File: config.mk
export PLATFORM = sky130hd
export DESIGN_NAME = mbg_gateway
export DESIGN_NICKNAME = d
export VERILOG_FILES = /design/src/mbg_pkg.sv /design/src/mbg_timer.sv /design/src/mbg_arb.sv /design/src/mbg_gateway.sv
export SDC_FILE = /design/constraint.sdc
export NUM_CORES = 1
export LEC_CHECK = 0
export ABC_AREA = 1
export BUFFER_PORTS_ARGS = -buffer_cell sky130_fd_sc_hd__buf_4
export CORE_AREA = 3 3 202 204
export DETAILED_ROUTE_END_ITERATION = 12
export DIE_AREA = 0 0 205 207
export PLACE_DENSITY = 0.65
export SETUP_SLACK_MARGIN = 0.1
export SLEW_MARGIN = 10
export SYNTH_ARGS = -nofsm -noshare
export SYNTH_HDL_FRONTEND = slang
export SYNTH_SLANG_ARGS = --single-unit
export TNS_END_PERCENT = 50
File: constraint.sdc
create_clock -name aclk -period 2.7 [get_ports aclk]
set_input_delay 0.81 -clock aclk [delete_from_list [all_inputs] [get_ports aclk]]
set_output_delay 0.81 -clock aclk [all_outputs]
set_load 0.1 [all_outputs]
File: src/mbg_pkg.sv
`default_nettype none
package mbg_pkg;
  // ----------------------------------------------------------------
  // timing
  // ----------------------------------------------------------------
  localparam int CLK_HZ = 40_000_000;
  localparam int WAIT_STATE_MS = 150;
  localparam int WAIT_STATE_CYC = (CLK_HZ / 1000) * WAIT_STATE_MS;
  localparam int TMR_W = 26;

  // ----------------------------------------------------------------
  // register map (byte offsets)
  // ----------------------------------------------------------------
  localparam logic [4:0] A_CTRL = 5'h00;
  localparam logic [4:0] A_WAIT = 5'h04;
  localparam logic [4:0] A_RETRY = 5'h08;
  localparam logic [4:0] A_OWNID = 5'h0C;
  localparam logic [4:0] A_SCAN = 5'h10;
  localparam logic [4:0] A_STAT = 5'h14;
  localparam logic [4:0] A_MASK = 5'h18;
  localparam logic [4:0] A_STATE = 5'h1C;

  // ----------------------------------------------------------------
  // fields and reset values
  // ----------------------------------------------------------------
  localparam int CTRL_EN_BIT = 2;
  localparam int FLD_W = 2;
  localparam logic [7:0] WAIT_RST = 8'h55;
  localparam logic [7:0] RETRY_RST = 8'hAA;
  localparam logic [7:0] OWNID_RST = 8'h01;
  localparam int ST_DONE = 0;
  localparam int ST_FAIL = 1;
  localparam int ST_BUSY = 2;
  localparam int ST_LOCAL = 3;
  localparam int NCONN = 4;

  // ----------------------------------------------------------------
  // protocol codes
  // ----------------------------------------------------------------
  localparam int FC_EXC_BIT = 7;
  localparam logic [7:0] EXC_NONE = 8'h00;
  localparam logic [7:0] EXC_BUSY = 8'h06;
  localparam logic [7:0] EXC_PATH = 8'h0A;
  localparam logic [7:0] EXC_NO_REPLY = 8'h0B;
  localparam logic [1:0] RESP_OK = 2'h0;
  localparam logic [1:0] RESP_SLVERR = 2'h2;

  typedef struct packed {
    logic [15:0] tid;
    logic [7:0] uid;
    logic [7:0] fc;
    logic [31:0] data;
    logic [1:0] conn;
  } mbg_req_t;

  typedef struct packed {
    logic [15:0] tid;
    logic [7:0] uid;
    logic [7:0] fc;
    logic [31:0] data;
  } mbg_rsp_t;

  typedef struct packed {
    logic [7:0] uid;
    logic [7:0] fc;
    logic [31:0] data;
  } mbg_frame_t;
endpackage : mbg_pkg
`default_nettype wire

File: src/mbg_timer.sv
`timescale 1ns/1ps
`default_nettype none
module mbg_timer #(
  parameter int CYC = mbg_pkg::WAIT_STATE_CYC
) (
  // clock and reset
  input wire logic aclk,
  input wire logic aresetn,
  // control
  input wire logic start,
  input wire logic [1:0] ws,
  output logic expire
);
  import mbg_pkg::*;

  logic [TMR_W-1:0] cnt_reg;
  logic [TMR_W-1:0] cnt_next;
  logic [TMR_W-1:0] load;

  // zero wait states still leaves one cycle to catch a reply
  always_comb begin
    load = TMR_W'(ws) * TMR_W'(CYC);
    cnt_next = cnt_reg;
    if (start) begin
      cnt_next = (load == '0) ? TMR_W'(1) : load;
    end else if (cnt_reg != '0) begin
      cnt_next = cnt_reg - TMR_W'(1);
    end
  end

  always_ff @(posedge aclk) begin
    if (!aresetn) begin
      cnt_reg <= '0;
    end else begin
      cnt_reg <= cnt_next;
    end
  end

  assign expire = (cnt_reg == TMR_W'(1)) && !start;

  a_wait_length: assert property (@(posedge aclk) disable iff (!aresetn)
    start && ws == 2'd1 |=> cnt_reg == TMR_W'(CYC))
    else $error("wait timer not loaded with one wait state");
endmodule : mbg_timer
`default_nettype wire

File: src/mbg_arb.sv
`timescale 1ns/1ps
`default_nettype none
module mbg_arb (
  // clock and reset
  input wire logic aclk,
  input wire logic aresetn,
  // requesters
  input wire logic gw_req,
  input wire logic lm_req,
  output logic gw_grant,
  output logic lm_grant
);
  import mbg_pkg::*;

  typedef enum logic [2:0] {
    A_IDLE = 3'b001,
    A_GW = 3'b010,
    A_LM = 3'b100
  } mbg_arb_t;

  mbg_arb_t own_reg;
  mbg_arb_t own_next;
  logic last_lm_reg;
  logic last_lm_next;

  // whole transactions are granted; alternate on contention so neither side starves
  always_comb begin
    own_next = own_reg;
    last_lm_next = last_lm_reg;
    unique case (own_reg)
      A_IDLE: begin
        if (gw_req && (!lm_req || last_lm_reg)) begin
          own_next = A_GW;
        end else if (lm_req) begin
          own_next = A_LM;
        end
      end
      A_GW: begin
        if (!gw_req) begin
          own_next = A_IDLE;
          last_lm_next = 1'b0;
        end
      end
      A_LM: begin
        if (!lm_req) begin
          own_next = A_IDLE;
          last_lm_next = 1'b1;
        end
      end
      default: own_next = A_IDLE;
    endcase
  end

  always_ff @(posedge aclk) begin
    if (!aresetn) begin
      own_reg <= A_IDLE;
      last_lm_reg <= 1'b1;
    end else begin
      own_reg <= own_next;
      last_lm_reg <= last_lm_next;
    end
  end

  assign gw_grant = (own_reg == A_GW);
  assign lm_grant = (own_reg == A_LM);

  a_grant_kept: assert property (@(posedge aclk) disable iff (!aresetn)
    gw_grant && gw_req |=> gw_grant && !lm_grant)
    else $error("gateway lost the serial port mid transaction");
endmodule : mbg_arb
`default_nettype wire

File: src/mbg_gateway.sv
`timescale 1ns/1ps
`default_nettype none
module mbg_gateway #(
  parameter int WAIT_CYCLES = mbg_pkg::WAIT_STATE_CYC
) (
  // clock and reset
  input wire logic aclk,
  input wire logic aresetn,
  // axi4-lite slave
  input wire logic [4:0] s_axi_awaddr,
  input wire logic s_axi_awvalid,
  output logic s_axi_awready,
  input wire logic [31:0] s_axi_wdata,
  input wire logic [3:0] s_axi_wstrb,
  input wire logic s_axi_wvalid,
  output logic s_axi_wready,
  output logic [1:0] s_axi_bresp,
  output logic s_axi_bvalid,
  input wire logic s_axi_bready,
  input wire logic [4:0] s_axi_araddr,
  input wire logic s_axi_arvalid,
  output logic s_axi_arready,
  output logic [31:0] s_axi_rdata,
  output logic [1:0] s_axi_rresp,
  output logic s_axi_rvalid,
  input wire logic s_axi_rready,
  output logic irq,
  // tcp side
  input wire logic tcp_req_valid,
  output logic tcp_req_ready,
  input wire mbg_pkg::mbg_req_t tcp_req,
  output logic tcp_rsp_valid,
  input wire logic tcp_rsp_ready,
  output mbg_pkg::mbg_rsp_t tcp_rsp,
  // local server
  output logic loc_req_valid,
  input wire logic loc_req_ready,
  output mbg_pkg::mbg_req_t loc_req,
  input wire logic loc_rsp_valid,
  output logic loc_rsp_ready,
  input wire mbg_pkg::mbg_rsp_t loc_rsp,
  // serial side
  output logic [2:0] rtu_port,
  output logic rtu_tx_valid,
  input wire logic rtu_tx_ready,
  output mbg_pkg::mbg_frame_t rtu_tx,
  input wire logic rtu_rx_valid,
  input wire mbg_pkg::mbg_frame_t rtu_rx,
  // local master
  input wire logic lm_req,
  output logic lm_grant,
  input wire logic lm_tx_valid,
  output logic lm_tx_ready,
  input wire mbg_pkg::mbg_frame_t lm_tx,
  output logic lm_rx_valid
);
  import mbg_pkg::*;

  typedef enum logic [4:0] {
    S_IDLE = 5'b00001,
    S_ARB = 5'b00010,
    S_SEND = 5'b00100,
    S_WAIT = 5'b01000,
    S_DONE = 5'b10000
  } mbg_st_t;

  // ----------------------------------------------------------------
  // declarations
  // ----------------------------------------------------------------
  logic aw_full_reg, aw_full_next, w_full_reg, w_full_next, bv_reg, bv_next;
  logic [4:0] aw_reg, aw_next;
  logic [31:0] wd_reg, wd_next;
  logic wb_reg, wb_next;
  logic [1:0] br_reg, br_next;
  logic rv_reg, rv_next;
  logic [31:0] rd_reg, rd_next;
  logic [1:0] rr_reg, rr_next;
  logic [1:0] port_reg, port_next;
  logic en_reg, en_next;
  logic [7:0] wait_reg, wait_next, retry_reg, retry_next, id_reg, id_next;
  logic [3:0] stat_reg, stat_next, mask_reg, mask_next, ev;
  logic [NCONN-1:0] used_reg, used_next;
  logic wr_go, hit;
  mbg_st_t st_reg, st_next;
  mbg_req_t job_reg, job_next, lq_reg, lq_next;
  logic [1:0] tries_reg, tries_next;
  logic [7:0] exc_reg, exc_next;
  mbg_frame_t rx_reg, rx_next;
  logic lq_v_reg, lq_v_next, lbusy_reg, lbusy_next;
  logic rsp_v_reg, rsp_v_next;
  mbg_rsp_t rsp_reg, rsp_next;
  logic req_fire, lrsp_fire, gw_grant, gw_req, expire, tmr_start, is_own;
  logic [2:0] fld_lsb;
  logic [1:0] ws_sel, rt_sel;

  // ----------------------------------------------------------------
  // axi4-lite slave and configuration registers
  // ----------------------------------------------------------------
  assign s_axi_awready = !aw_full_reg && !bv_reg;
  assign s_axi_wready = !w_full_reg && !bv_reg;
  assign s_axi_arready = !rv_reg;
  assign wr_go = aw_full_reg && w_full_reg && !bv_reg;

  // write channels may land in either order; the write fires once both are held
  always_comb begin
    aw_full_next = aw_full_reg;
    aw_next = aw_reg;
    w_full_next = w_full_reg;
    wd_next = wd_reg;
    wb_next = wb_reg;
    bv_next = bv_reg;
    br_next = br_reg;
    rv_next = rv_reg;
    rd_next = rd_reg;
    rr_next = rr_reg;
    port_next = port_reg;
    en_next = en_reg;
    wait_next = wait_reg;
    retry_next = retry_reg;
    id_next = id_reg;
    mask_next = mask_reg;
    stat_next = stat_reg;
    used_next = used_reg;
    hit = 1'b1;
    if (s_axi_awvalid && s_axi_awready) begin
      aw_full_next = 1'b1;
      aw_next = s_axi_awaddr;
    end
    if (s_axi_wvalid && s_axi_wready) begin
      w_full_next = 1'b1;
      wd_next = s_axi_wdata;
      wb_next = s_axi_wstrb[0];
    end
    if (wr_go) begin
      aw_full_next = 1'b0;
      w_full_next = 1'b0;
      bv_next = 1'b1;
      unique case (aw_reg)
        A_CTRL: begin
          if (wb_reg && wd_reg[1:0] != 2'd0) begin
            port_next = wd_reg[1:0];
            en_next = 1'b1;
          end
        end
        A_WAIT: if (wb_reg) wait_next = wd_reg[7:0];
        A_RETRY: if (wb_reg) retry_next = wd_reg[7:0];
        A_OWNID: if (wb_reg) id_next = wd_reg[7:0];
        A_SCAN: used_next = '0;
        A_STAT: if (wb_reg) stat_next = stat_reg & ~wd_reg[3:0];
        A_MASK: if (wb_reg) mask_next = wd_reg[3:0];
        A_STATE: hit = 1'b1;
        default: hit = 1'b0;
      endcase
      br_next = hit ? RESP_OK : RESP_SLVERR;
    end else if (bv_reg && s_axi_bready) begin
      bv_next = 1'b0;
    end
    if (s_axi_arvalid && s_axi_arready) begin
      rv_next = 1'b1;
      rr_next = RESP_OK;
      unique case (s_axi_araddr)
        A_CTRL: rd_next = {29'h0, en_reg, port_reg};
        A_WAIT: rd_next = {24'h0, wait_reg};
        A_RETRY: rd_next = {24'h0, retry_reg};
        A_OWNID: rd_next = {24'h0, id_reg};
        A_SCAN: rd_next = {28'h0, used_reg};
        A_STAT: rd_next = {28'h0, stat_reg};
        A_MASK: rd_next = {28'h0, mask_reg};
        A_STATE: rd_next = {25'h0, tries_reg, st_reg};
        default: begin
          rd_next = 32'h0;
          rr_next = RESP_SLVERR;
        end
      endcase
    end else if (rv_reg && s_axi_rready) begin
      rv_next = 1'b0;
    end
    // hardware sets win over a software clear in the same cycle
    stat_next = stat_next | ev;
    if (req_fire && !is_own && en_reg && st_reg == S_IDLE) begin
      used_next[tcp_req.conn] = 1'b1;
    end
  end

  always_ff @(posedge aclk) begin
    if (!aresetn) begin
      aw_full_reg <= 1'b0;
      aw_reg <= '0;
      w_full_reg <= 1'b0;
      wd_reg <= '0;
      wb_reg <= 1'b0;
      bv_reg <= 1'b0;
      br_reg <= RESP_OK;
      rv_reg <= 1'b0;
      rd_reg <= '0;
      rr_reg <= RESP_OK;
      port_reg <= 2'd0;
      en_reg <= 1'b0;
      wait_reg <= WAIT_RST;
      retry_reg <= RETRY_RST;
      id_reg <= OWNID_RST;
      mask_reg <= '0;
      stat_reg <= '0;
      used_reg <= '0;
    end else begin
      aw_full_reg <= aw_full_next;
      aw_reg <= aw_next;
      w_full_reg <= w_full_next;
      wd_reg <= wd_next;
      wb_reg <= wb_next;
      bv_reg <= bv_next;
      br_reg <= br_next;
      rv_reg <= rv_next;
      rd_reg <= rd_next;
      rr_reg <= rr_next;
      port_reg <= port_next;
      en_reg <= en_next;
      wait_reg <= wait_next;
      retry_reg <= retry_next;
      id_reg <= id_next;
      mask_reg <= mask_next;
      stat_reg <= stat_next;
      used_reg <= used_next;
    end
  end

  assign s_axi_bvalid = bv_reg;
  assign s_axi_bresp = br_reg;
  assign s_axi_rvalid = rv_reg;
  assign s_axi_rdata = rd_reg;
  assign s_axi_rresp = rr_reg;
  assign irq = |(stat_reg & mask_reg);

  // ----------------------------------------------------------------
  // request intake and translation engine
  // ----------------------------------------------------------------
  assign fld_lsb = {2'(port_reg - 2'd1), 1'b0};
  assign ws_sel = wait_reg[fld_lsb +: FLD_W];
  assign rt_sel = retry_reg[fld_lsb +: FLD_W];
  assign is_own = (tcp_req.uid == id_reg);
  // a finished job owns the response slot first, so intake pauses meanwhile
  assign tcp_req_ready = !rsp_v_reg && !lbusy_reg && st_reg != S_DONE;
  assign loc_rsp_ready = lbusy_reg && !lq_v_reg && !rsp_v_reg && st_reg != S_DONE;
  assign req_fire = tcp_req_valid && tcp_req_ready;
  assign lrsp_fire = loc_rsp_valid && loc_rsp_ready;
  assign gw_req = en_reg && (st_reg == S_ARB || st_reg == S_SEND || st_reg == S_WAIT);
  assign tmr_start = st_reg == S_SEND && gw_grant && rtu_tx_ready;
  assign ev[ST_DONE] = st_reg == S_DONE && !rsp_v_reg && exc_reg == EXC_NONE;
  assign ev[ST_FAIL] = st_reg == S_DONE && !rsp_v_reg && exc_reg == EXC_NO_REPLY;
  assign ev[ST_BUSY] = req_fire && !is_own && en_reg
    && (used_reg[tcp_req.conn] || st_reg != S_IDLE);
  assign ev[ST_LOCAL] = lrsp_fire;

  always_comb begin
    st_next = st_reg;
    job_next = job_reg;
    tries_next = tries_reg;
    exc_next = exc_reg;
    rx_next = rx_reg;
    lq_next = lq_reg;
    lq_v_next = lq_v_reg && !loc_req_ready;
    lbusy_next = lbusy_reg && !lrsp_fire;
    rsp_v_next = rsp_v_reg && !tcp_rsp_ready;
    rsp_next = rsp_reg;
    if (req_fire) begin
      rsp_next = '{tid: tcp_req.tid, uid: tcp_req.uid,
                   fc: tcp_req.fc | 8'h80, data: 32'h0};
      if (is_own) begin
        lq_next = tcp_req;
        lq_v_next = 1'b1;
        lbusy_next = 1'b1;
      end else if (!en_reg) begin
        rsp_v_next = 1'b1;
        rsp_next.data = {EXC_PATH, 24'h0};
      end else if (ev[ST_BUSY]) begin
        rsp_v_next = 1'b1;
        rsp_next.data = {EXC_BUSY, 24'h0};
      end else begin
        job_next = tcp_req;
        tries_next = rt_sel;
        st_next = S_ARB;
      end
    end
    if (lrsp_fire) begin
      rsp_v_next = 1'b1;
      rsp_next = loc_rsp;
    end
    unique case (st_reg)
      S_IDLE: ;
      S_ARB: if (gw_grant) st_next = S_SEND;
      S_SEND: if (tmr_start) st_next = S_WAIT;
      S_WAIT: begin
        if (rtu_rx_valid && gw_grant && rtu_rx.uid == job_reg.uid) begin
          rx_next = rtu_rx;
          exc_next = EXC_NONE;
          st_next = S_DONE;
        end else if (expire && tries_reg != 2'd0) begin
          tries_next = tries_reg - 2'd1;
          st_next = S_SEND;
        end else if (expire) begin
          exc_next = EXC_NO_REPLY;
          st_next = S_DONE;
        end
      end
      S_DONE: begin
        if (!rsp_v_reg) begin
          rsp_v_next = 1'b1;
          rsp_next.tid = job_reg.tid;
          rsp_next.uid = job_reg.uid;
          rsp_next.fc = (exc_reg == EXC_NONE) ? rx_reg.fc : (job_reg.fc | 8'h80);
          rsp_next.data = (exc_reg == EXC_NONE) ? rx_reg.data : {exc_reg, 24'h0};
          st_next = S_IDLE;
        end
      end
      default: st_next = S_IDLE;
    endcase
  end

  always_ff @(posedge aclk) begin
    if (!aresetn) begin
      st_reg <= S_IDLE;
      job_reg <= '0;
      tries_reg <= 2'd0;
      exc_reg <= EXC_NONE;
      rx_reg <= '0;
      lq_reg <= '0;
      lq_v_reg <= 1'b0;
      lbusy_reg <= 1'b0;
      rsp_v_reg <= 1'b0;
      rsp_reg <= '0;
    end else begin
      st_reg <= st_next;
      job_reg <= job_next;
      tries_reg <= tries_next;
      exc_reg <= exc_next;
      rx_reg <= rx_next;
      lq_reg <= lq_next;
      lq_v_reg <= lq_v_next;
      lbusy_reg <= lbusy_next;
      rsp_v_reg <= rsp_v_next;
      rsp_reg <= rsp_next;
    end
  end

  assign loc_req_valid = lq_v_reg;
  assign loc_req = lq_reg;
  assign tcp_rsp_valid = rsp_v_reg;
  assign tcp_rsp = rsp_reg;

  // ----------------------------------------------------------------
  // serial port sharing
  // ----------------------------------------------------------------
  mbg_arb u_arb (
    .aclk(aclk),
    .aresetn(aresetn),
    .gw_req(gw_req),
    .lm_req(lm_req),
    .gw_grant(gw_grant),
    .lm_grant(lm_grant)
  );

  mbg_timer #(.CYC(WAIT_CYCLES)) u_tmr (
    .aclk(aclk),
    .aresetn(aresetn),
    .start(tmr_start),
    .ws(ws_sel),
    .expire(expire)
  );

  // the owner of the port steers the transmit path
  assign rtu_port = en_reg ? 3'(3'b001 << (port_reg - 2'd1)) : 3'b000;
  assign rtu_tx_valid = gw_grant ? (st_reg == S_SEND) : (lm_grant && lm_tx_valid);
  assign rtu_tx = gw_grant
    ? mbg_frame_t'{uid: job_reg.uid, fc: job_reg.fc, data: job_reg.data} : lm_tx;
  assign lm_tx_ready = lm_grant && rtu_tx_ready;
  assign lm_rx_valid = lm_grant && rtu_rx_valid;

  // ----------------------------------------------------------------
  // checks
  // ----------------------------------------------------------------
  a_port_select: assert property (@(posedge aclk) disable iff (!aresetn)
    wr_go && aw_reg == A_CTRL && wb_reg && wd_reg[1:0] != 2'd0
    |=> port_reg == $past(wd_reg[1:0]) && en_reg)
    else $error("port selection not taken");
  a_disabled_quiet: assert property (@(posedge aclk) disable iff (!aresetn)
    !en_reg |-> !gw_grant && st_reg == S_IDLE)
    else $error("gateway active before port selection");
  a_own_local: assert property (@(posedge aclk) disable iff (!aresetn)
    req_fire && is_own |=> loc_req_valid && job_reg == $past(job_reg))
    else $error("own id request not served locally");
  a_retry_resend: assert property (@(posedge aclk) disable iff (!aresetn)
    st_reg == S_WAIT && expire && tries_reg != 2'd0 && !(rtu_rx_valid && gw_grant)
    |=> st_reg == S_SEND && tries_reg == $past(tries_reg) - 2'd1)
    else $error("retry not issued after timeout");
  a_fail_code: assert property (@(posedge aclk) disable iff (!aresetn)
    st_reg == S_WAIT && expire && tries_reg == 2'd0 && !(rtu_rx_valid && gw_grant)
    |=> st_reg == S_DONE && exc_reg == EXC_NO_REPLY)
    else $error("no-reply exception not raised");
  a_busy_code: assert property (@(posedge aclk) disable iff (!aresetn)
    ev[ST_BUSY] |=> rsp_v_reg && rsp_reg.fc[FC_EXC_BIT] && rsp_reg.data[31:24] == EXC_BUSY)
    else $error("busy exception missing");
  a_reset_bytes: assert property (@(posedge aclk)
    !aresetn |=> wait_reg == WAIT_RST && retry_reg == RETRY_RST)
    else $error("wait or retry byte wrong after reset");
  a_zero_retry: assert property (@(posedge aclk) disable iff (!aresetn)
    req_fire && st_next == S_ARB && rt_sel == 2'd0 |=> tries_reg == 2'd0)
    else $error("retries loaded while field is zero");
  a_ids_copied: assert property (@(posedge aclk) disable iff (!aresetn)
    st_reg == S_DONE && !rsp_v_reg
    |=> rsp_v_reg && rsp_reg.tid == $past(job_reg.tid) && rsp_reg.uid == $past(job_reg.uid))
    else $error("transaction or unit id not copied");
endmodule : mbg_gateway
`default_nettype wire

Yosys cells after proc, flatten, opt, wreduce, memory -nomap -nowiden:

Cells that the tools add are included.

* bits in registers: 375
* output and inout port bits: 231
* logic and storage cells: 248

* add/sub/neg operators: 3
* multipliers: 1
* order comparisons: 2
* equal/unequal tests: 32
* shift-type cells: 3
* mux-type cells: 74
* bitwise operators: 8
* reduce and logical (&&, ||, !) cells: 83

Operator list (count)
* 2-to-1 mux 64 bit: 4
* one-hot mux 8 bit (8 select lines): 1
* 2-to-1 mux 28 bit: 2
* 2-to-1 mux 26 bit: 2
* 2-to-1 mux 5 bit: 10
* 2-to-1 mux 48 bit: 1
* equality test 5 bit, second input constant: 9
* logical AND 1 bit: 39
* 2-to-1 mux 32 bit: 1
* 2-to-1 mux 8 bit: 4
* 2-to-1 mux 27 bit: 1
* equality test 26 x 1 -> 1 bit, second input constant: 1
* nonzero test 26 bit: 1
* subtractor 26 x 1 -> 26 bit, second input constant: 1
* equality test 5 x 4 -> 1 bit, second input constant: 5
* zero test 25 bit: 1
* 2-to-1 mux 25 bit: 1
* one-hot mux 5 bit (5 select lines): 1
* 2-to-1 mux 4 bit: 6
* AND reduction 3 bit: 8
* 2-to-1 mux 1 bit: 22
* multiplier 2 x 16 -> 18 bit, second input constant: 1
* 2-to-1 mux 2 bit: 9
* equality test 8 bit: 2
* other kinds (35): 73

Logic depth before layout (Yosys ltp):

Gate-level depths: netlist of the first run.

* depth after elaboration: 15
* mapped depth: 13
* gate-level depth less buffers: 12

Cells and area by module:

Synthesis of the first run repeated with hierarchy kept, for this count alone.

* cell total of the unflattened synthesis: 2220
* area total of the unflattened synthesis: 16002.8 µm²

Modules (own cells, without submodules)
* mbg_gateway: instances 1, cells an instance 1917, area an instance 14020.9 µm²
* mbg_timer: instances 1, cells an instance 268, area an instance 1752.9 µm²
* mbg_arb: instances 1, cells an instance 35, area an instance 229.0 µm²

Worst setup path after synthesis of the first run:

OpenSTA, ideal clock, no wires.

* path type: reg2out
* start point: register u_arb.own_reg[2]
* end point: output port lm_rx_valid
* arrival: 4168 ps
* data required time: 1890 ps
* path slack: -2278 ps
* cell stages (with the launch flop): 5
* path buffers: 0
* cell sequence: dfxtp_1 inv_1 nor3_1 inv_1 nor2_1

* word-level cells in the longest chain between the ends: 2

Ends and longest elaborated chain
* from (decl): RTL line mbg_arb.sv:21 `mbg_arb_t own_reg;`
* from (signal assigned): RTL line mbg_arb.sv:59 `own_reg <= own_next;`
* equality test 3 bit: RTL line mbg_arb.sv:65 `assign lm_grant = (own_reg == A_LM);`
* named net lm_grant: RTL line mbg_gateway.sv:51 `output logic lm_grant,`
* logical AND 1 bit: RTL line mbg_gateway.sv:376 `assign lm_rx_valid = lm_grant && rtu_rx_valid;`
* to (decl): RTL line mbg_gateway.sv:55 `output logic lm_rx_valid`

The timed path passes the listed nets, and every way through them passes these cells.

==> results.txt, run 1 <==
Status: finished with violations
Failing checks: negative setup slack
Crit path max fanout: 20
Yosys top cell area share: 0.437
Static leakage: 9.47 nW
Fillers: 3653
RePlAce Congestion: 0.928
Pwr dens: 663 nW/µm²
Tmin final: 2.71 ns
Slew HR: 0.501
Sequential fraction of the synthesis area: 0.437
Initial Utilization: 0.397
Count leader, synth: nand2_1
GRT overflow: 0
Crit path buffers/inverters: 4
Remaining antenna violation count: 0
Synthesized flop and latch total: 342
Peak VDD IR: 0.000552 V
Crit Path Class: reg2out
Die Width: 205 µm
Routed wire length: 60500 µm
Placement row count: 73
Routed WL per cell: 19.1 µm
Vias in the first global route: 15500
Mapped Avg Cell Area: 7.18 µm²
GRT Util Overall: 0.271
Slowest stage delay, CP: 0.35 ns
Distinct cells, synth: 47
Core Footprint: 39500 µm²
First-pass GRT wire length: 91200 µm
Ys Warns: 0
Setup violators final: 2
Synth async-reset ratio: 0
Synth Cell Area: 15700 µm²
DRC Markers: 0
CP Launch Type: flip-flop
Mapped Cells: 2183
Most frequent cell on the critical path: buf_12
Yosys top cell by area: dfxtp_1
Initial DRT Pass Iterations: 5
Unrepaired setup endpoints after global routing: true
Final HPWL DP: 43300 µm
Fin crit share: 1.00
Maximum root-to-sink buffer count: 3
Die Y: 207 µm
Vias per Instance: 5.24
Highest Clock Rate: 369 MHz
Initial antenna violation count: 5
Root buf cell: clkbuf_16
Most area-consuming cells after synthesis: dfxtp_1 44%, nand2_1 10%, a21oi_1 8.6%, o21ai_0 6.7%, inv_1 5.2%
Final hold vios: 0
Slew Limit Fails: 0
IO Count: 518
Final Skew: 0.00901 ns
Number of synthesized flops with an enable pin: 0
Drt initial violations: 1226
FF-to-FF setup slack: 0.35 ns
Vias: 16600
Clock insertion delay at the later pin of the skew report: 0.56 ns
Layout Nets: 2907
Overall Power: 14.8 mW
Main flop type after synthesis: dfxtp_1
Setup TNS: -0.0138 ns
Clock slew at reported path FFs: 0.06 ns
Number of I/O port buffers: 464
Share of cells above drive strength 1: 0.275
Crit end category: output pin
CP top delay family: buffers and inverters
Max_cap viols: 0
Crit-path slowest cell: dfxtp_4
CP cell instances: inv_4, nand3_4, buf_12, buf_16, o21ai_4, buf_12
Max FFs per register: 66
Worst slew pin tran: 0.748 ns
Hold crit path type: reg2reg
TritonCTS clock tree: done
Final WS setup: -0.00983 ns
Most common library cells after synthesis: 419 x nand2_1, 342 x dfxtp_1, 270 x a21oi_1, 217 x inv_1, 210 x o21ai_0
Largest net degree at the start of global routing: 131
Clock sinks: 342
CTS Buf Count: 39
H-tree Lvls: 2
Area grow syn2layout: 42.4%
Crit path DAT: 1.90 ns
Die Outline Area: 42400 µm²
Crit path required time: 1.89 ns
-- cell families after synthesis --
family | after synthesis | share of synthesized area
xor gates and xnor gates | 11 | 0.00615
other | 1 | 0.000239
DFF | 342 | 0.437
buffers and inverters | 392 | 0.108
and+or+nand+nor | 801 | 0.219
adders and majority gates | 11 | 0.00878
AOI/OAI and AO/OA | 625 | 0.221
-- repair_timing --
action,in CTS,in global routing
pin swaps,5,7
setup buffers,7,2
hold buffers,0,0
gates resized for setup,188,49
setup endpoints to repair,50,79
cloned,1,0
-- final timing paths --
kind	from	endpoint	cells past startpoint
worst max register to register	port_reg[0]	u_tmr.cnt_reg[19]	11
worst max-delay path	u_arb.own_reg[0]	rtu_tx[38]	6
worst min register to register	job_reg[62]	job_reg[62]	2
worst min-delay path	job_reg[62]	job_reg[62]	2
-- power by group --
part | leakage (nW) | internal (mW) | switching, mW
combinational | 6.04 | 1.22 | 2.51
sequential | 2.77 | 5.31 | 0.219
clock | 0.664 | 3.37 | 2.16
total | 9.47 | 9.90 | 4.90
-- stage by stage --
step	setup WS [ns]	util	std cells	area [µm²]	hold WS, ns
floorplan	-0.352	-	2208	15900	0.424
global placement	0.0750	0.501	3083	19800	0.433
detailed placement	0.0586	0.501	3083	19800	0.436
CTS	-0.0133	0.559	3162	22100	0.445
global route	-0.0581	0.565	3167	22300	0.469
finish	-0.00983	0.565	3167	22300	0.446
-- final cells by class --
type / count / area (µm²) / area share
Multi-Input combinational cell: 1474 / 7790 / 0.349
Sequential cell: 342 / 6860 / 0.307
Timing Repair Buffer: 520 / 4760 / 0.213
Clock buffer: 61 / 1250 / 0.0561
Inverter: 232 / 878 / 0.0394
Tap cell: 525 / 657 / 0.0294
Clock inverter: 10 / 110 / 0.00493
Antenna cell: 3 / 7.51 / 0.000336
-- worst reg2reg max path: stages, from the launching register on --
cell,delay [ns]
dfxtp_1,0.32
inv_1,0.08
ha_1,0.37
inv_1,0.18
a21oi_1,0.06
a32oi_1,0.40
inv_1,0.17
ha_1,0.23
nand2_1,0.08
clkinv_1,0.12
nor2_1,0.14
a21oi_1,0.07
-- placed cells by master (no fill, tap or decap), types with 4 or more instances in the layout --
| cell | netlist | layout |
|---|---|---|
| a211oi_1 | 10 | 10 |
| a211oi_2 | 9 | 9 |
| a21oi_1 | 270 | 270 |
| a31oi_1 | 49 | 49 |
| buf_12 | 0 | 61 |
| buf_4 | 35 | 449 |
| buf_6 | 6 | 6 |
| clkbuf_1 | 77 | 5 |
| clkbuf_16 | 0 | 41 |
| clkbuf_8 | 0 | 15 |
| clkinv_2 | 0 | 4 |
| clkinvlp_4 | 0 | 4 |
| conb_1 | 1 | 26 |
| dfxtp_1 | 342 | 338 |
| ha_1 | 11 | 11 |
| inv_1 | 217 | 213 |
| inv_2 | 14 | 16 |
| nand2_1 | 419 | 406 |
| nand2_2 | 6 | 16 |
| nand2_4 | 1 | 4 |
| nand3_1 | 119 | 119 |
| nand3b_1 | 5 | 5 |
| nand4_1 | 16 | 16 |
| nor2_1 | 165 | 161 |
| nor2_2 | 8 | 8 |
| nor2_4 | 4 | 8 |
| nor3_1 | 30 | 29 |
| o211ai_1 | 40 | 40 |
| o21ai_0 | 210 | 161 |
| o21ai_1 | 7 | 9 |
| o21ai_2 | 0 | 9 |
| o21ai_4 | 0 | 38 |
| o221ai_1 | 9 | 9 |
| o22ai_1 | 13 | 13 |
| or2_2 | 19 | 19 |
| xor2_1 | 9 | 9 |
-- layer usage --
| layer | part of all wire | GRT usage | vias up |
|---|---|---|---|
| li1 | - | - | 8055 |
| met1 | 0.41 | 0.352 | 7700 |
| met5 | 0.00033 | 0 | - |
| met4 | 0.032 | 0.0886 | 2 |
| met2 | 0.47 | 0.444 | 716 |
| met3 | 0.084 | 0.0652 | 119 |
Power figures use the tool's default switching activity.
==> inputs of run 2 (changes only) <==
CORE_AREA = 3 3 198 200   (was 3 3 202 204)
DIE_AREA = 0 0 201 203   (was 0 0 205 207)
PLACE_DENSITY = 0.68   (was 0.65)
SYNTH_HIERARCHICAL = 1   (was default)
==> run 2 against run 1 <==
Net effect: the run still ends with negative setup slack left; sequential power about the same; largest power group is now sequential cells; critical path depth up 1; maximum frequency shrank 0.44%; first-iteration DRC count increased by 6.4%; critical path type unchanged.
==> results.txt, run 2 <==
Share of cells above drive strength 1: 0.264 (-0.0114)
Highest Clock Rate: 367 MHz (-0.44%)
Vias in the first global route: 16100 (+3.7%)
Most common library cells after synthesis: 375 x nand2_1, 342 x dfxtp_1, 285 x o21ai_0, 262 x inv_1, 249 x a21oi_1
GRT Util Overall: 0.273 (+0.00136)
Mux cell area share after synthesis: 0 (unchanged)
Hold Path Cell Cnt: 2 (unchanged)
Core Footprint: 37600 µm² (-4.8%)
Maximum root-to-sink buffer count: 3 (unchanged)
CTS Buf Count: 39 (unchanged)
Design area: 22200 µm² (-0.62%)
Number of I/O port buffers: 464 (unchanged)
Compound-Gate Fraction of Synth Area: 0.242 (+0.0215)
Vias: 16900 (+1.9%)
Combinational family with the most area after synthesis: compound AO/OA/AOI/OAI gates
Synthesized flop and latch total: 342 (unchanged)
Hold crit path type: reg2reg
Routed WL per cell: 18.7 µm (-2.1%)
First-pass GRT wire length: 89800 µm (-1.5%)
Initial DRT Pass Iterations: 5 (unchanged)
Area grow syn2layout: 38.6%
H-tree Lvls: 2 (unchanged)
Peak VDD IR: 0.000514 V (-6.9%)
Clock share of power: 0.354 (-0.020)
Count leader, synth: nand2_1
Sequential share of power: 0.366 (-0.007)
Gate power share: 0.280 (+0.028)
Pwr dens: 682 nW/µm² (+2.8%)
Unrepaired setup endpoints after global routing: true
Sequential fraction of the synthesis area: 0.428 (-0.00902)
FF-to-FF Start: port_reg[0]
Setup violators final: 3 (+1)
Synth async-reset ratio: 0 (unchanged)
Sequential cell area: 6850 µm² (about the same)
Synth Cell Area: 16000 µm² (+2.1%)
RePlAce Congestion: 0.914 (-1.6%)
Failing checks: negative setup slack
Finished Core Util: 0.590 (+0.0246)
Simple-gate share of the synthesized area: 0.197 (-0.0222)
Most area-consuming cells after synthesis: dfxtp_1 43%, o21ai_0 8.9%, nand2_1 8.8%, a21oi_1 7.8%, inv_1 6.1%
Vias per Instance: 5.31 (+1.4%)
Fillers: 3398 (-7.0%)
Placed cell area: 19900 µm² (+0.49%)
DRC Markers: 0 (unchanged)
Mapped Avg Cell Area: 7.21 µm² (+0.41%)
Commonest non-fill, non-tap cell in the layout: buf_4
Die Outline Area: 40800 µm² (-3.8%)
Min-Delay Startpoint: rx_reg[39]
Crit path DAT: 1.91 ns (about the same)
Post-Synth XOR/XNOR Area: 0.00383 (-0.00232)
Root buf cell: clkbuf_16
Static leakage: 9.85 nW (+4.0%)
Overall Power: 15.1 mW (+2.2%)
IO Count: 518 (unchanged)
Distinct cells, synth: 47 (unchanged)
Switching Fraction: 0.348 (+0.0167)
Crit end category: output pin
Clock slew at reported path FFs: 0.06 ns (about the same)
Clock insertion delay at the later pin of the skew report: 0.54 ns (-0.02 ns)
R2r worst-path depth: 12 (+1)
Largest net degree at the start of global routing: 92 (-30%)
Destination of the worst hold path: rx_reg[39]
Drt initial violations: 1304 (+6.4%)
Number of synthesized flops with an enable pin: 0 (unchanged)
Worst slew pin tran: 0.785 ns (+0.0373 ns)
Setup WS pre-CTS: 0.236 ns (+0.178 ns)
Final hold vios: 0 (unchanged)
FF-to-FF setup slack: 0.29 ns (-0.06 ns)
Remaining antenna violation count: 0 (unchanged)
Mapped Cells: 2220 (+1.7%)
Slew HR: 0.475 (-0.0261)
Crit path max fanout: 23 (+15%)
Routed wire length: 59600 µm (-1.6%)
Tmin final: 2.72 ns (+0.0120 ns)
CTS hold repair buffers: 0 (unchanged)
Adder-Cell Fraction of Synth Area: 0.00860 (-0.000181)
Max_cap viols: 0 (unchanged)
Die Y: 203 µm (-1.9%)
Most frequent cells in the layout: 441 x buf_4, 365 x nand2_1, 339 x dfxtp_1
Layout Nets: 2940 (+1.1%)
CP Launch Type: flip-flop
Crit Path Class: reg2out
Status: finished with violations
RR Endpoint: u_tmr/cnt_reg[23]
Final HPWL DP: 42100 µm (-2.8%)
Slew Limit Fails: 0 (unchanged)
Clock sinks: 342 (unchanged)
Final Skew: 0.0208 ns (+0.0118 ns)
Initial antenna violation count: 3 (-2)
Initial Utilization: 0.426 (+0.0287)
Final WS setup: -0.0218 ns (-0.0120 ns)
GRT overflow: 0 (unchanged)
Die Width: 201 µm (-2.0%)
Yosys top cell area share: 0.428 (-0.00902)
Ys Warns: 6 (+6)
NetSw: 5.26 mW (+7.3%)
Yosys top cell by area: dfxtp_1
Main flop type after synthesis: dfxtp_1
Crit path required time: 1.89 ns (about the same)
Int Pwr: 9.86 mW (-0.36%)
Fin crit share: 1.01 (+0.00443)
Multi-input gate area: 7600 µm² (-2.4%)
Max FFs per register: 66 (unchanged)
TritonCTS clock tree: done
Placement row count: 71 (-2.7%)
run 2: changes by cell type after synthesis, moves of 15 or more:
| cell | before | now |
|---|---|---|
| nand2_1 | 419 | 375 |
| nand3_1 | 119 | 90 |
| a21oi_1 | 270 | 249 |
| nor3_1 | 30 | 15 |
| inv_1 | 217 | 262 |
| o21ai_1 | 7 | 34 |
| a311oi_1 | 0 | 28 |
| o21ai_0 | 210 | 285 |
| or2_2 | 19 | 4 |
run 2: timing repair:
item                                    in CTS  in global routing
pin swaps                                    0                  3
endpoints found under the setup margin      51                 54
setup buffers                                3                  2
gates resized for setup                    117                102
hold endpoints to repair                     0                  0
cloned                                       1                  3
run 2: cells by family (layout without fill, tap and decap cells):
kind of cell | after synthesis | after routing
other cells | 1 | 28
fa+ha+maj | 11 | 11
simple gates | 718 | 718
compound gates | 708 | 708
flops | 342 | 342
xor+xnor | 7 | 7
buf+inv | 433 | 858
run 2: worst max-delay path, stage by stage (launching register included):
cell and delay [ns]:
dfxtp_2 0.33, inv_2 0.06, nand2_2 0.06, nor2_4 0.19, inv_8 0.11, buf_16 0.19, o21ai_2 0.21, buf_12 0.21
run 2: worst max path at each step:
stage / startpoint / slack [ns] / to / depth (start not counted)
detailed placement: tcp_req[49] / 0.24 / loc_req[13] / 12
CTS: u_arb/own_reg[0] / -0.07 / rtu_tx[20] / 8
finish: u_arb/own_reg[0] / -0.02 / rtu_tx[3] / 7
global route: u_arb/own_reg[0] / -0.08 / rtu_tx[3] / 7
global placement: rtu_tx_ready / 0.24 / tries_reg[0] / 12
floorplan: u_arb/own_reg[0] / -0.48 / rtu_tx[10] / 6
run 2: power by group through the flow:
stage | Combinational (mW) | Sequential (mW) | Clock, mW
after floorplan | 2.69 | 5.95 | 0
after global routing | 4.61 | 5.57 | 5.67
after detailed placement | 4.04 | 5.64 | 0
after global placement | 3.99 | 5.64 | 0
final | 4.23 | 5.54 | 5.36
after CTS | 4.12 | 5.53 | 5.47
run 2: through the flow:
stage               setup TNS (ns)  cells  hold WS [ns]
finish                     -0.0443   3183         0.441
global route                 -2.33   3182         0.457
CTS                          -1.57   3177         0.442
detailed placement               0   3104         0.434
global placement                 0   3104         0.427
floorplan                   -27.71   2245         0.420
run 2: area by class of cell:
class / count / area share
multi-input cells: 1470 / 0.343
well taps: 511 / 0.0288
diodes: 2 / 0.000226
clock inverters: 12 / 0.00604
clock buffers: 57 / 0.0530
repair buffers: 513 / 0.213
inverters: 276 / 0.0473
flip-flops and latches: 342 / 0.309
run 2: per-layer routing:
layer / routed length [µm] / part of all wire / up-vias / global-route usage
met5: 17 / 0.00029 / - / 0
met4: 2150 / 0.036 / 2 / 0.0976
met3: 4500 / 0.076 / 126 / 0.0604
met2: 28600 / 0.48 / 678 / 0.462
met1: 24300 / 0.41 / 7910 / 0.343
li1: - / - / 8189 / -
==> inputs of run 3 (changes only) <==
CORE_AREA = 2 2 203 205   (was 3 3 198 200)
DIE_AREA = 0 0 205 207   (was 0 0 201 203)
PLACE_DENSITY = 0.65   (was 0.68)
SKIP_LAST_GASP = 1   (was default)
==> run 3 against run 2 <==
Net effect: the run still ends with negative setup slack left; count of clock-buffer cells in the layout shrank 2; clock power shrank 2%; register-to-register slack got worse by 0.02 ns; final area is 0.27% higher; utilization is 3.9 points lower; routed wire length grew 2.3%; sequential share of layout area fell by 0.10 points; sequential power about the same; largest power group unchanged; worst setup slack lost 0.044 ns; non-clock buffer count up 9.
==> results.txt, run 3 (same netlist as run 2, synthesis figures left out) <==
Gate power share: 0.284 (+0.004)
IO Count: 518 (unchanged)
H-tree Lvls: 2 (unchanged)
Status: finished with violations
Slew HR: 0.487 (+0.0119)
Vias: 17000 (+0.48%)
Die Width: 205 µm (+2.0%)
Clock slew at reported path FFs: 0.06 ns (about the same)
Initial DRT Pass Iterations: 6 (+1)
Initial Utilization: 0.396 (-0.0294)
DRC Markers: 0 (unchanged)
Int Pwr: 9.78 mW (-0.87%)
Tmin final: 2.77 ns (+0.0443 ns)
CP cell instances: inv_2, nand2_1, nor2_4, inv_6, buf_12, clkbuf_16, nand2_1, o21ai_2, buf_12
Final Skew: 0.0145 ns (-0.00628 ns)
Setup WS pre-CTS: 0.218 ns (-0.0184 ns)
Design area: 22200 µm² (+0.27%)
GRT Util Overall: 0.272 (-0.00130)
TritonCTS clock tree: done
Slew Limit Fails: 0 (unchanged)
NetSw: 5.26 mW (about the same)
Clock insertion delay at the later pin of the skew report: 0.55 ns (about the same)
Crit path required time: 1.89 ns (about the same)
Crit Path Class: reg2out
Final hold vios: 0 (unchanged)
Crit path DAT: 1.96 ns (+0.05 ns)
Hold crit path type: reg2reg
Most frequent cells in the layout: 463 x buf_4, 355 x nand2_1, 340 x dfxtp_1
Failing checks: negative setup slack
Largest net degree at the start of global routing: 92 (unchanged)
Number of I/O port buffers: 464 (unchanged)
Clock sinks: 342 (unchanged)
Die Y: 207 µm (+2.0%)
Routed wire length: 61000 µm (+2.3%)
Layout Nets: 2949 (+0.31%)
Remaining antenna violation count: 0 (unchanged)
Crit end category: output pin
Initial antenna violation count: 4 (+1)
CP Launch Type: flip-flop
Sequential share of power: 0.369 (+0.003)
CP top delay family: buffers and inverters
Static leakage: 9.83 nW (-0.22%)
Pwr dens: 676 nW/µm² (-0.85%)
Final HPWL DP: 42600 µm (+1.4%)
GRT overflow: 0 (unchanged)
Placed cell area: 19900 µm² (+0.16%)
Drt initial violations: 1262 (-3.2%)
Final WS setup: -0.0661 ns (-0.0443 ns)
Highest Clock Rate: 362 MHz (-1.6%)
Share of cells above drive strength 1: 0.266 (+0.00212)
Placement row count: 74 (+4.2%)
Crit-path slowest cell: dfxtp_2
Fin crit share: 1.02 (+0.0164)
Root buf cell: clkbuf_16
Finished Core Util: 0.551 (-0.0393)
Maximum root-to-sink buffer count: 3 (unchanged)
Core Footprint: 40400 µm² (+7.4%)
Crit path buffers/inverters: 5 (+1)
Commonest non-fill, non-tap cell in the layout: buf_4
Vias per Instance: 5.29 (-0.40%)
Slowest stage delay, CP: 0.33 ns (about the same)
Routed WL per cell: 19.0 µm (+1.4%)
Area grow syn2layout: 38.9%
WHS: 0.443 ns (+0.00132 ns)
CTS Buf Count: 39 (unchanged)
Setup violators final: 36 (+33)
Switching Fraction: 0.350 (+0.00190)
Worst slew pin tran: 0.768 ns (-0.0171 ns)
Clock share of power: 0.348 (-0.006)
Max FFs per register: 66 (unchanged)
Vias in the first global route: 16100 (-0.16%)
First-pass GRT wire length: 90400 µm (+0.60%)
Unrepaired setup endpoints after global routing: true
Crit path max fanout: 9 (-61%)
Peak VDD IR: 0.000456 V (-11%)
Max_cap viols: 0 (unchanged)
Die Outline Area: 42400 µm² (+4.0%)
RePlAce Congestion: 0.949 (+3.8%)
CTS hold repair buffers: 0 (unchanged)
[run 3: cell types whose count changed in the layout (fill, tap and decap cells not counted), moves of 2 or more]
cell,before,now
buf_4,441,463
buf_6,7,5
nand2_1,365,355
o21ai_1,37,43
o21ai_2,38,9
nand2_2,19,29
diode_2,2,4
buf_12,59,49
inv_2,14,11
o21ai_4,8,31
clkbuf_8,11,9
clkinv_2,5,9
[run 3: layout make-up]
type,instances,area [µm²]
timing repair buffer,522,4640
inverter,276,1050
multi-input combinational,1470,7770
antenna,4,10.0
sequential,342,6850
fill,3782,18100
tap,532,666
clock inverter,10,78.8
clock buffer,55,1170
[run 3: power groups by stage]
stage	clock [mW]	sequential (mW)	combinational, mW
global route	5.52	5.58	4.65
global placement	0	5.64	4.05
CTS	5.33	5.54	4.20
detailed placement	0	5.65	4.09
floorplan	0	5.95	2.69
finish	5.23	5.54	4.26
[run 3: worst min-delay path, delay by kind of cell, from the launching register on]
family | cells | cell delay [ns]
compound gates | 1 | 0.05
buf+inv | 1 | 0.05
flops | 1 | 0.31
[run 3: final timing paths]
path              depth (start not counted)                end             start  slack, ns
setup / recovery                          9         rtu_tx[24]  u_arb/own_reg[0]      -0.07
hold / removal                            2         rx_reg[31]        rx_reg[31]       0.44
setup reg to reg                         13  u_tmr/cnt_reg[11]       port_reg[0]       0.27
hold reg to reg                           2         rx_reg[31]        rx_reg[31]       0.44
[run 3: layer usage]
metal	share of wire	vias up	global-route usage
met3	0.071	170	0.0532
met4	0.050	2	0.142
li1	-	8188	-
met2	0.47	703	0.433
met5	0.0011	-	0.0115
met1	0.41	7923	0.345
[run 3: timing repair]
action / in CTS / in global routing
gates resized for setup: 153 / 66
hold endpoints to repair: 0 / 0
buffers inserted: 4 / 0
pin swaps: 1 / 2
setup endpoints to repair: 52 / 53
gates cloned: 2 / 3
[run 3: metrics by stage]
step	setup TNS (ns)	instances	power, mW
finish	-0.689	3211	15.0
global route	-3.29	3211	15.7
CTS	-3.92	3205	15.1
global placement	0	3134	9.69
floorplan	-27.71	2245	8.63
detailed placement	0	3134	9.74
